--- src/include/pmsc_map.svh ---
`ifndef PMSC_MAP_SVH
`define PMSC_MAP_SVH

// ************************************************
// device register addresses (5-bit)
// ************************************************
`define PMSC_REG_CTRL 5'h00
`define PMSC_REG_BCAST 5'h16
`define PMSC_REG_MAIN 5'h17
`define PMSC_GREG_SDS 5'h12
`define PMSC_GREG_MAC 5'h13

// ************************************************
// field positions and values
// ************************************************
`define PMSC_CTRL_SRST 15
`define PMSC_CTRL_ANEG 12
`define PMSC_BCAST_BIT 0
`define PMSC_MAIN_HX 12
`define PMSC_MAIN_MED_LO 8
`define PMSC_MED_1000X 3'h2
`define PMSC_MAC_LO 14
`define PMSC_MAC_SGMII 2'h0
`define PMSC_MAC_QSGMII 2'h1
`define PMSC_SDS_SGMII 16'h80F0
`define PMSC_SDS_QSGMII 16'h80E0
`define PMSC_SDS_MEDIA 16'h8FC1
`define PMSC_SDS_MATCH 16'hF0FF
`define PMSC_SDS_PMASK 16'h0F00
`define PMSC_SDS_MASK_LO 8

// ************************************************
// reset values
// ************************************************
`define PMSC_CTRL_RST 16'h0000
`define PMSC_MAIN_RST 16'h0000
`define PMSC_MAC_RST 16'h0000
`define PMSC_SDS_RST 16'h0000

// ************************************************
// controller avalon map (byte addresses)
// ************************************************
`define PMSC_AV_ADDR 5'h00
`define PMSC_AV_WDATA 5'h04
`define PMSC_AV_CMD 5'h08
`define PMSC_AV_STAT 5'h0C
`define PMSC_AV_SETUP 5'h10
`define PMSC_SU_QSG 0
`define PMSC_SU_FIB 1
`define PMSC_SU_MASK_LO 8
`define PMSC_SU_GO 31

`endif

--- src/include/pmsc_pkg.sv ---
package pmsc_pkg;

	typedef enum {H_IDLE, H_REQ} pmsc_hst_t;

	typedef enum {SQ_NONE, SQ_MAC, SQ_SDS, SQ_MAIN, SQ_CTRL, SQ_MEDIA} pmsc_step_t;

	typedef struct packed {
		logic we;
		logic glob;
		logic [7:0] port;
		logic [4:0] addr;
		logic [15:0] data;
	} pmsc_op_t;

endpackage

--- src/include/pmsc_link_if.sv ---
`timescale 1ns/100ps
`default_nettype none

interface pmsc_link_if #(parameter int PW = 1);
	logic req;
	logic we;
	logic glob;
	logic [PW-1:0] port;
	logic [4:0] addr;
	logic [15:0] wdata;
	logic [15:0] rdata;
	logic ack;

	modport dev (input req, input we, input glob, input port, input addr, input wdata, output rdata, output ack);
	modport ctl (output req, output we, output glob, output port, output addr, output wdata, input rdata, input ack);
endinterface

`default_nettype wire

--- src/hw/pmsc_ctl.sv ---
`timescale 1ns/100ps
`default_nettype none
`include "pmsc_map.svh"

module pmsc_ctl
	import pmsc_pkg::*;
#(
	parameter int NP = 2,
	parameter int PW = 1
)
(
	input wire logic i_clk,
	input wire logic i_sys_rst,
	pmsc_link_if.ctl lnk,
	input wire logic [4:0] i_av_address,
	input wire logic i_av_read,
	input wire logic i_av_write,
	input wire logic [31:0] i_av_writedata,
	input wire logic [3:0] i_av_byteenable,
	output logic [31:0] o_av_readdata,
	output logic o_av_waitrequest
);

	// ************************************************
	// state
	// ************************************************
	typedef struct packed {
		pmsc_hst_t st;
		pmsc_step_t step;
		logic [7:0] sport;
		pmsc_op_t op;
		logic req;
		logic [31:0] addr_w;
		logic [31:0] wdata_w;
		logic [31:0] setup_w;
		logic [15:0] rdata;
		logic done;
		logic rd_ok;
		logic [31:0] av_rd;
	} pmsc_ctl_st_t;

	pmsc_ctl_st_t cur_ff;
	pmsc_ctl_st_t nxt_ff;

	// ************************************************
	// helpers
	// ************************************************
	function automatic logic [31:0] be_merge(input logic [31:0] o, input logic [31:0] n, input logic [3:0] be);
		be_merge = o;
		for (int i = 0; i < 4; i++)
		begin
			if (be[i])
			begin
				be_merge[8*i +: 8] = n[8*i +: 8];
			end
		end
	endfunction

	// one write of the setup sequence; one protocol for every port
	function automatic pmsc_op_t seq_op(input pmsc_step_t s, input logic [7:0] p, input logic [31:0] su);
		logic qsg;
		logic fib;
		qsg = su[`PMSC_SU_QSG];
		fib = su[`PMSC_SU_FIB];
		seq_op = '{we: 1'b1, glob: 1'b1, port: p, addr: `PMSC_GREG_MAC, data: 16'h0000};
		case (s)
			SQ_MAC:
				seq_op.data = 16'(qsg ? `PMSC_MAC_QSGMII : `PMSC_MAC_SGMII) << `PMSC_MAC_LO;
			SQ_SDS:
			begin
				seq_op.addr = `PMSC_GREG_SDS;
				seq_op.data = qsg ? `PMSC_SDS_QSGMII : `PMSC_SDS_SGMII;
			end
			SQ_MAIN:
			begin
				seq_op.glob = 1'b0;
				seq_op.addr = `PMSC_REG_MAIN;
				// host 1000x bit left clear
				seq_op.data = fib ? (16'(`PMSC_MED_1000X) << `PMSC_MAIN_MED_LO) : 16'h0000;
			end
			SQ_CTRL:
			begin
				seq_op.glob = 1'b0;
				seq_op.addr = `PMSC_REG_CTRL;
				seq_op.data = (16'h0001 << `PMSC_CTRL_SRST) | (16'(fib) << `PMSC_CTRL_ANEG);
			end
			SQ_MEDIA:
			begin
				seq_op.addr = `PMSC_GREG_SDS;
				seq_op.data = (`PMSC_SDS_MEDIA & ~`PMSC_SDS_PMASK)
					| (16'(su[`PMSC_SU_MASK_LO +: 4]) << `PMSC_SDS_MASK_LO);
			end
			default:
				seq_op.data = 16'h0000;
		endcase
	endfunction

	// ************************************************
	// next state
	// ************************************************
	logic busy;
	logic wr_stall;

	assign busy = cur_ff.st != H_IDLE;
	// launching while a link access is open would lose it, so the master waits
	assign wr_stall = i_av_write && busy && (i_av_address == `PMSC_AV_CMD || i_av_address == `PMSC_AV_SETUP);
	assign o_av_waitrequest = (i_av_read && !cur_ff.rd_ok) || wr_stall;

	always_comb
	begin
		pmsc_step_t ns;
		nxt_ff = cur_ff;
		ns = SQ_NONE;
		nxt_ff.rd_ok = i_av_read && !cur_ff.rd_ok;
		if (i_av_read && !cur_ff.rd_ok)
		begin
			nxt_ff.av_rd = 32'h00000000;
			if (i_av_address == `PMSC_AV_ADDR)
			begin
				nxt_ff.av_rd = cur_ff.addr_w;
			end
			else if (i_av_address == `PMSC_AV_WDATA)
			begin
				nxt_ff.av_rd = cur_ff.wdata_w;
			end
			else if (i_av_address == `PMSC_AV_STAT)
			begin
				nxt_ff.av_rd = {cur_ff.rdata, 14'h0000, cur_ff.done, busy};
			end
			else if (i_av_address == `PMSC_AV_SETUP)
			begin
				nxt_ff.av_rd = cur_ff.setup_w;
			end
		end
		if (i_av_write && !wr_stall)
		begin
			if (i_av_address == `PMSC_AV_ADDR)
			begin
				nxt_ff.addr_w = be_merge(cur_ff.addr_w, i_av_writedata, i_av_byteenable);
			end
			else if (i_av_address == `PMSC_AV_WDATA)
			begin
				nxt_ff.wdata_w = be_merge(cur_ff.wdata_w, i_av_writedata, i_av_byteenable);
			end
			else if (i_av_address == `PMSC_AV_CMD)
			begin
				if (i_av_byteenable[0] && (i_av_writedata[0] || i_av_writedata[1]))
				begin
					nxt_ff.st = H_REQ;
					nxt_ff.req = 1'b1;
					nxt_ff.step = SQ_NONE;
					nxt_ff.done = 1'b0;
					nxt_ff.op = '{we: i_av_writedata[0], glob: cur_ff.addr_w[8], port: cur_ff.addr_w[23:16],
						addr: cur_ff.addr_w[4:0], data: cur_ff.wdata_w[15:0]};
				end
			end
			else if (i_av_address == `PMSC_AV_SETUP)
			begin
				nxt_ff.setup_w = be_merge(cur_ff.setup_w, i_av_writedata, i_av_byteenable);
				nxt_ff.setup_w[`PMSC_SU_GO] = 1'b0;
				if (i_av_byteenable[3] && i_av_writedata[`PMSC_SU_GO])
				begin
					nxt_ff.st = H_REQ;
					nxt_ff.req = 1'b1;
					nxt_ff.step = SQ_MAC;
					nxt_ff.sport = 8'h00;
					nxt_ff.done = 1'b0;
					nxt_ff.op = seq_op(SQ_MAC, 8'h00, nxt_ff.setup_w);
				end
			end
		end
		case (cur_ff.st)
			H_REQ:
			begin
				if (lnk.ack)
				begin
					if (!cur_ff.op.we)
					begin
						nxt_ff.rdata = lnk.rdata;
					end
					case (cur_ff.step)
						SQ_MAC:
							ns = SQ_SDS;
						SQ_SDS:
							ns = SQ_MAIN;
						SQ_MAIN:
							ns = SQ_CTRL;
						SQ_CTRL:
						begin
							if (32'(cur_ff.sport) < NP - 1)
							begin
								ns = SQ_MAIN;
								nxt_ff.sport = cur_ff.sport + 8'h01;
							end
							else if (cur_ff.setup_w[`PMSC_SU_FIB])
							begin
								ns = SQ_MEDIA;
							end
						end
						default:
							ns = SQ_NONE;
					endcase
					nxt_ff.step = ns;
					if (ns == SQ_NONE)
					begin
						nxt_ff.st = H_IDLE;
						nxt_ff.req = 1'b0;
						nxt_ff.done = 1'b1;
					end
					else
					begin
						nxt_ff.op = seq_op(ns, nxt_ff.sport, cur_ff.setup_w);
					end
				end
			end
			default:
				// a launch taken above in this cycle must keep its request
				nxt_ff.req = nxt_ff.st == H_REQ;
		endcase
	end

	always_ff @(posedge i_clk or posedge i_sys_rst)
	begin
		if (i_sys_rst)
		begin
			cur_ff <= '{st: H_IDLE, step: SQ_NONE, default: '0};
		end
		else
		begin
			cur_ff <= nxt_ff;
		end
	end

	assign lnk.req = cur_ff.req;
	assign lnk.we = cur_ff.op.we;
	assign lnk.glob = cur_ff.op.glob;
	assign lnk.port = cur_ff.op.port[PW-1:0];
	assign lnk.addr = cur_ff.op.addr;
	assign lnk.wdata = cur_ff.op.data;
	assign o_av_readdata = cur_ff.av_rd;

endmodule

`default_nettype wire

--- src/flat_wrapper.sv ---
// flat-port wrapper written by rule: the top's interface ports become plain ports
module pmsc_ctl_flat import pmsc_pkg::*;
#(
	parameter int NP = 2,
	parameter int PW = 1
)
  (i_clk, i_sys_rst, i_av_address, i_av_read, i_av_write, i_av_writedata, i_av_byteenable, o_av_readdata, o_av_waitrequest, lnk_req, lnk_we, lnk_glob, lnk_port, lnk_addr, lnk_wdata, lnk_rdata, lnk_ack);
  pmsc_link_if #(.PW(PW)) lnk_i ();
  input wire logic i_clk;
  input wire logic i_sys_rst;
  input wire logic [4:0] i_av_address;
  input wire logic i_av_read;
  input wire logic i_av_write;
  input wire logic [31:0] i_av_writedata;
  input wire logic [3:0] i_av_byteenable;
  output logic [31:0] o_av_readdata;
  output logic o_av_waitrequest;
  output wire logic [$bits(lnk_i.req)-1:0] lnk_req;
  output wire logic [$bits(lnk_i.we)-1:0] lnk_we;
  output wire logic [$bits(lnk_i.glob)-1:0] lnk_glob;
  output wire logic [$bits(lnk_i.port)-1:0] lnk_port;
  output wire logic [$bits(lnk_i.addr)-1:0] lnk_addr;
  output wire logic [$bits(lnk_i.wdata)-1:0] lnk_wdata;
  input wire logic [$bits(lnk_i.rdata)-1:0] lnk_rdata;
  input wire logic [$bits(lnk_i.ack)-1:0] lnk_ack;
  assign lnk_req = lnk_i.req;
  assign lnk_we = lnk_i.we;
  assign lnk_glob = lnk_i.glob;
  assign lnk_port = lnk_i.port;
  assign lnk_addr = lnk_i.addr;
  assign lnk_wdata = lnk_i.wdata;
  assign lnk_i.rdata = lnk_rdata;
  assign lnk_i.ack = lnk_ack;
  pmsc_ctl #(.NP(NP), .PW(PW)) u_core (.i_clk(i_clk), .i_sys_rst(i_sys_rst), .lnk(lnk_i), .i_av_address(i_av_address), .i_av_read(i_av_read), .i_av_write(i_av_write), .i_av_writedata(i_av_writedata), .i_av_byteenable(i_av_byteenable), .o_av_readdata(o_av_readdata), .o_av_waitrequest(o_av_waitrequest));
endmodule
--- config.mk ---
export PLATFORM = sky130hd
export DESIGN_NAME = pmsc_ctl_flat
export DESIGN_NICKNAME = d
export VERILOG_FILES = /design/src/include/pmsc_pkg.sv /design/src/include/pmsc_link_if.sv /design/src/hw/pmsc_ctl.sv /design/src/flat_wrapper.sv
export VERILOG_INCLUDE_DIRS = /design/src /design/src/include
export SDC_FILE = /design/constraint.sdc
export NUM_CORES = 1
export LEC_CHECK = 0
export ABC_AREA = 1
export BUFFER_PORTS_ARGS = -buffer_cell sky130_fd_sc_hd__buf_4
export CORE_ASPECT_RATIO = 0.7
export CORE_UTILIZATION = 61
export CTS_BUF_LIST = sky130_fd_sc_hd__clkbuf_4 sky130_fd_sc_hd__clkbuf_8
export CTS_CLUSTER_SIZE = 30
export DETAILED_ROUTE_END_ITERATION = 16
export PLACE_DENSITY = 0.91
export SYNTH_ARGS = -nofsm -noshare
export SYNTH_HDL_FRONTEND = slang
export SYNTH_SLANG_ARGS = --single-unit
--- constraint.sdc ---
create_clock -name i_clk -period 11.6 [get_ports i_clk]
set_clock_uncertainty 0.15 [all_clocks]
set_input_delay 2.32 -clock i_clk [delete_from_list [all_inputs] [get_ports i_clk]]
set_output_delay 2.32 -clock i_clk [all_outputs]
set_load 0.02 [all_outputs]
==> results.md <==
- The utilization after layout is 69.8%.
- The area share of the largest cell type after synthesis is 52.3%.
- The detailed-route vias per instance is 5.67.
- The number of nets handed over by synthesis was 1470.
- The via count of the first global-routing pass came to 8929.
- The kind of path behind the tightest hold check is reg2reg.
- The deepest clock path buffer count is 3.
- The clock-pin slew on the worst setup and hold paths is 0.06 ns.
- Yosys attributes the largest share of cell area to dfrtp_1, nand2_1, inv_1.
- The TritonCTS sink count is 242.
- For this design the top-level I/O count stands at 120.
- Once detail routing completed, the nets flagged for antenna violations numbered 0.
- Subtracting the final worst setup slack from the clock period gives 5.81 ns.
- The total grt overflow is 0.
- The netlist area before placement is 11600 um2.
- Dividing the detail-routed wire length by the instance count gives 16.6 um.
- From bottom edge to top edge, the die measures 117 um.
- The depth of the most critical reg-to-reg path is 10.
- The post-route DRC violation count is 0.
- The congestion estimate from routability-driven global placement came to 0.927.
- The global-route wire length before repair is 44900 um.
- The clock buffer count from CTS is 37.
- The synthesized flop and latch total is 242.
- The cell count after synthesis is 1406.
- The max-slew violation total from the final report is 0.
- The Yosys step of the flow raised 0 warnings.
- Cells with a size suffix above 1 make up 16.2% of the layout.
- Across the run, the number of max-cap violations was 0.
- In this run the number of H-tree levels came out at 2.
- The routed design has 28000 um of wire.
- The wire-length estimate of the detail-placed layout is 19200 um.
- In this run, distinct cell masters in the synthesized netlist total 46.
- Along the worst hold path, the cell count comes to 0.
- The worst vdd rail ir drop is 111 uV.
- Walking the worst path, the cells encountered are buf_4, nor2_4, nand2_2, inv_2, o21ai_2, nor2_4, o21ai_4, nand2_1, buf_4.
- The slowest library cell on the worst path is nor2_4.
- The count of buffers added on input and output ports is 119.
- The startpoint identified for the worst hold timing path is u_core.cur_ff[248]$_DFF_PP0_.
- The number of instances resized during post-cts repair is 0.
- The insertion delay to the later sink of the worst-skew pair is 0.51 ns.
- The net count reported at finish is 1491.
- The total area inside the core boundary comes to 18300 um2.
- The maximum operating frequency is 172 MHz.
- Power spread over the standard cell area amounts to 183 nW/um2.
- The via total after detailed routing is 9582.
- The detailed router finished its first iteration with 1005 violations.
- The worst setup path is captured at an output pin.
- The initial cell density of the core is 63.3%.
- Of all cell types, the one taking the most synthesized area is dfrtp_1.
- The run finished with clean final reports.
- Sequential cells were found to cover 52.3% of the synthesized design area.
- The maximum number of pins on one net before global-route repair is 90.
- In this run the register-to-register setup slack is 8.16 ns.
- The most common cell in the synthesized netlist is nand2_1.
- The die covers 19600 um2.
- The pre-antenna-repair detailed-routing pass consisted of 6 iterations.
- For the pin with the worst max-slew slack, the measured transition is 1.06 ns.
- The total negative slack for setup checks is 0 ns.
- The clock tree root driver cell is clkbuf_8.
- In the synthesized netlist, the cells that appear most often are nand2_1, dfrtp_1, inv_1.
- Buffers inserted to repair hold after CTS numbered 0.
- The final count of negative-setup-slack endpoints is 0.
- The endpoint identified for the worst register-to-register timing path is u_core.cur_ff[35]$_DFFE_PP0P_.
- The worst path uses 50.0% of the clock period.
- TritonCTS built the clock tree.
- For this run, asynchronously set or reset flops after synthesis account for 100%.
- Among all flip-flop cells after synthesis, the most frequent one is dfrtp_1.
- Summed over all cells, the static leakage comes to 6.59 nW.
- STA classifies the critical path startpoint as an input pin.
- The origin of the critical flop-to-flop path is u_core.cur_ff[230]$_DFF_PP0_.
- The number of antenna violations at the first check in global routing is 0.
- Counting flops with a built-in enable in the synthesized netlist gives 0.
- The number of antenna diodes in the final layout is 0.
- The row count is 41.
- In this run the horizontal extent of the chip is 167 um.
- The endpoint of the worst hold path is u_core.cur_ff[248]$_DFF_PP0_.
- The total global-route track usage is 29.3%.
- The number of setup buffers added after CTS is 0.
- Setup repair after global routing left no endpoint under its margin.
- In this run the tightest slew margin relative to its limit is 29.5%.
- Relative to the synthesized area, the layout overhead comes to 10.4%.
- The mean post-synth cell area is 8.24 um2.
- Data on the critical path is required at its endpoint by 9.13 ns.
- The final hold violation count is 0.
- The startpoint-to-endpoint class of the critical path is in2out.
- Of all nets on the critical path, the largest fanout is 8.
- In this design, the stage delay of the slowest critical-path cell is 0.19 ns.
- For the worst setup path, the data arrival time is 3.34 ns.
## worst max-delay path by stage
stage	startpoint	endpoint	slack [ns]	depth (start not counted)
2_1_floorplan	i_sys_rst	u_core.cur_ff[100]$_DFFE_PP0P_	2.49	1
3_3_place_gp	i_av_read	o_av_waitrequest	5.85	7
3_5_place_dp	i_av_address[1]	o_av_waitrequest	5.80	9
4_1_cts	i_av_address[1]	o_av_waitrequest	5.80	9
5_1_grt	i_av_address[1]	o_av_waitrequest	5.71	9
6_report	i_av_address[1]	o_av_waitrequest	5.79	9
## power breakdown
part	switching, W	total [W]	internal [W]
combinational	0.000353	0.000544	0.000191
sequential	0.0000919	0.00105	0.000961
clock	0.000320	0.000746	0.000426
total	0.000766	0.00234	0.00158
## logic make-up (layout without fill, tap and decap cells)
kind of cell	after synthesis	after routing	share of synthesized area [%]
muxes	1	1	0.0864
AOI/OAI and AO/OA	281	281	13.3
buffers and inverters	296	343	12.2
and+or+nand+nor	584	584	21.9
DFF	242	242	52.3
adders and majority gates	2	2	0.216
## placed cells by master, fill, tap and decap left out, types with 4 or more instances in the layout
cell type / count
nand3_1: 71
o2111ai_1: 7
nor2_2: 5
o21ai_0: 92
inv_2: 8
nand2_2: 11
a211oi_1: 4
nand3_2: 4
nor2_4: 5
nand3_4: 5
a21oi_1: 43
clkbuf_8: 47
nand4_1: 11
inv_1: 140
nand2_1: 357
nor2_1: 103
clkbuf_4: 12
clkinv_2: 5
a22oi_1: 5
dfrtp_1: 242
o21ai_1: 96
a41oi_1: 6
o211ai_1: 4
a31oi_1: 14
buf_4: 124
## flip-flops by register name (all words and copies together), names as in the netlist
| register | count |
|---|---|
| u_core.lnk.glob | 1 |
| u_core.lnk.we | 1 |
| u_core.lnk.port | 1 |
| u_core.lnk.addr | 5 |
| u_core.o_av_readdata | 32 |
| u_core.lnk.req | 1 |
| u_core.cur_ff | 185 |
| u_core.lnk.wdata | 16 |
## layer usage
metal	up-vias	track usage, %	wire [um]
met2	497	45.0	12300
met4	2	8.95	590
met3	56	7.16	3040
met1	4534	41.5	12100
met5	-	1.93	50
li1	4493	-	-
## final cells by class
cell class / instances / area (um2)
clock buffers: 59 / 737
clock inverters: 6 / 58.8
fillers: 1368 / 5530
inverters: 154 / 592
multi-input cells: 868 / 4120
flip-flops and latches: 242 / 6060
well taps: 236 / 295
repair buffers: 124 / 931
## per-stage QoR
stage	cell area, um2	hold slack [ns]	power, W	worst slack (ns)	instances
6_report	12800	0.226	0.00234	5.79	1689
5_1_grt	12800	0.234	0.00247	5.71	1689
4_1_cts	12800	0.230	0.00234	5.80	1689
3_5_place_dp	12000	0.216	0.00160	5.80	1624
3_3_place_gp	12000	0.215	0.00157	5.85	1624
2_1_floorplan	11600	0.279	0.00145	2.49	1406
## critical path: cells and delay by family
| kind | cells | cell delay [ns] |
|---|---|---|
| simple gates | 4 | 0.49 |
| buf+inv | 3 | 0.36 |
| compound gates | 2 | 0.15 |
No activity file was read; power rests on OpenSTA's default activity.
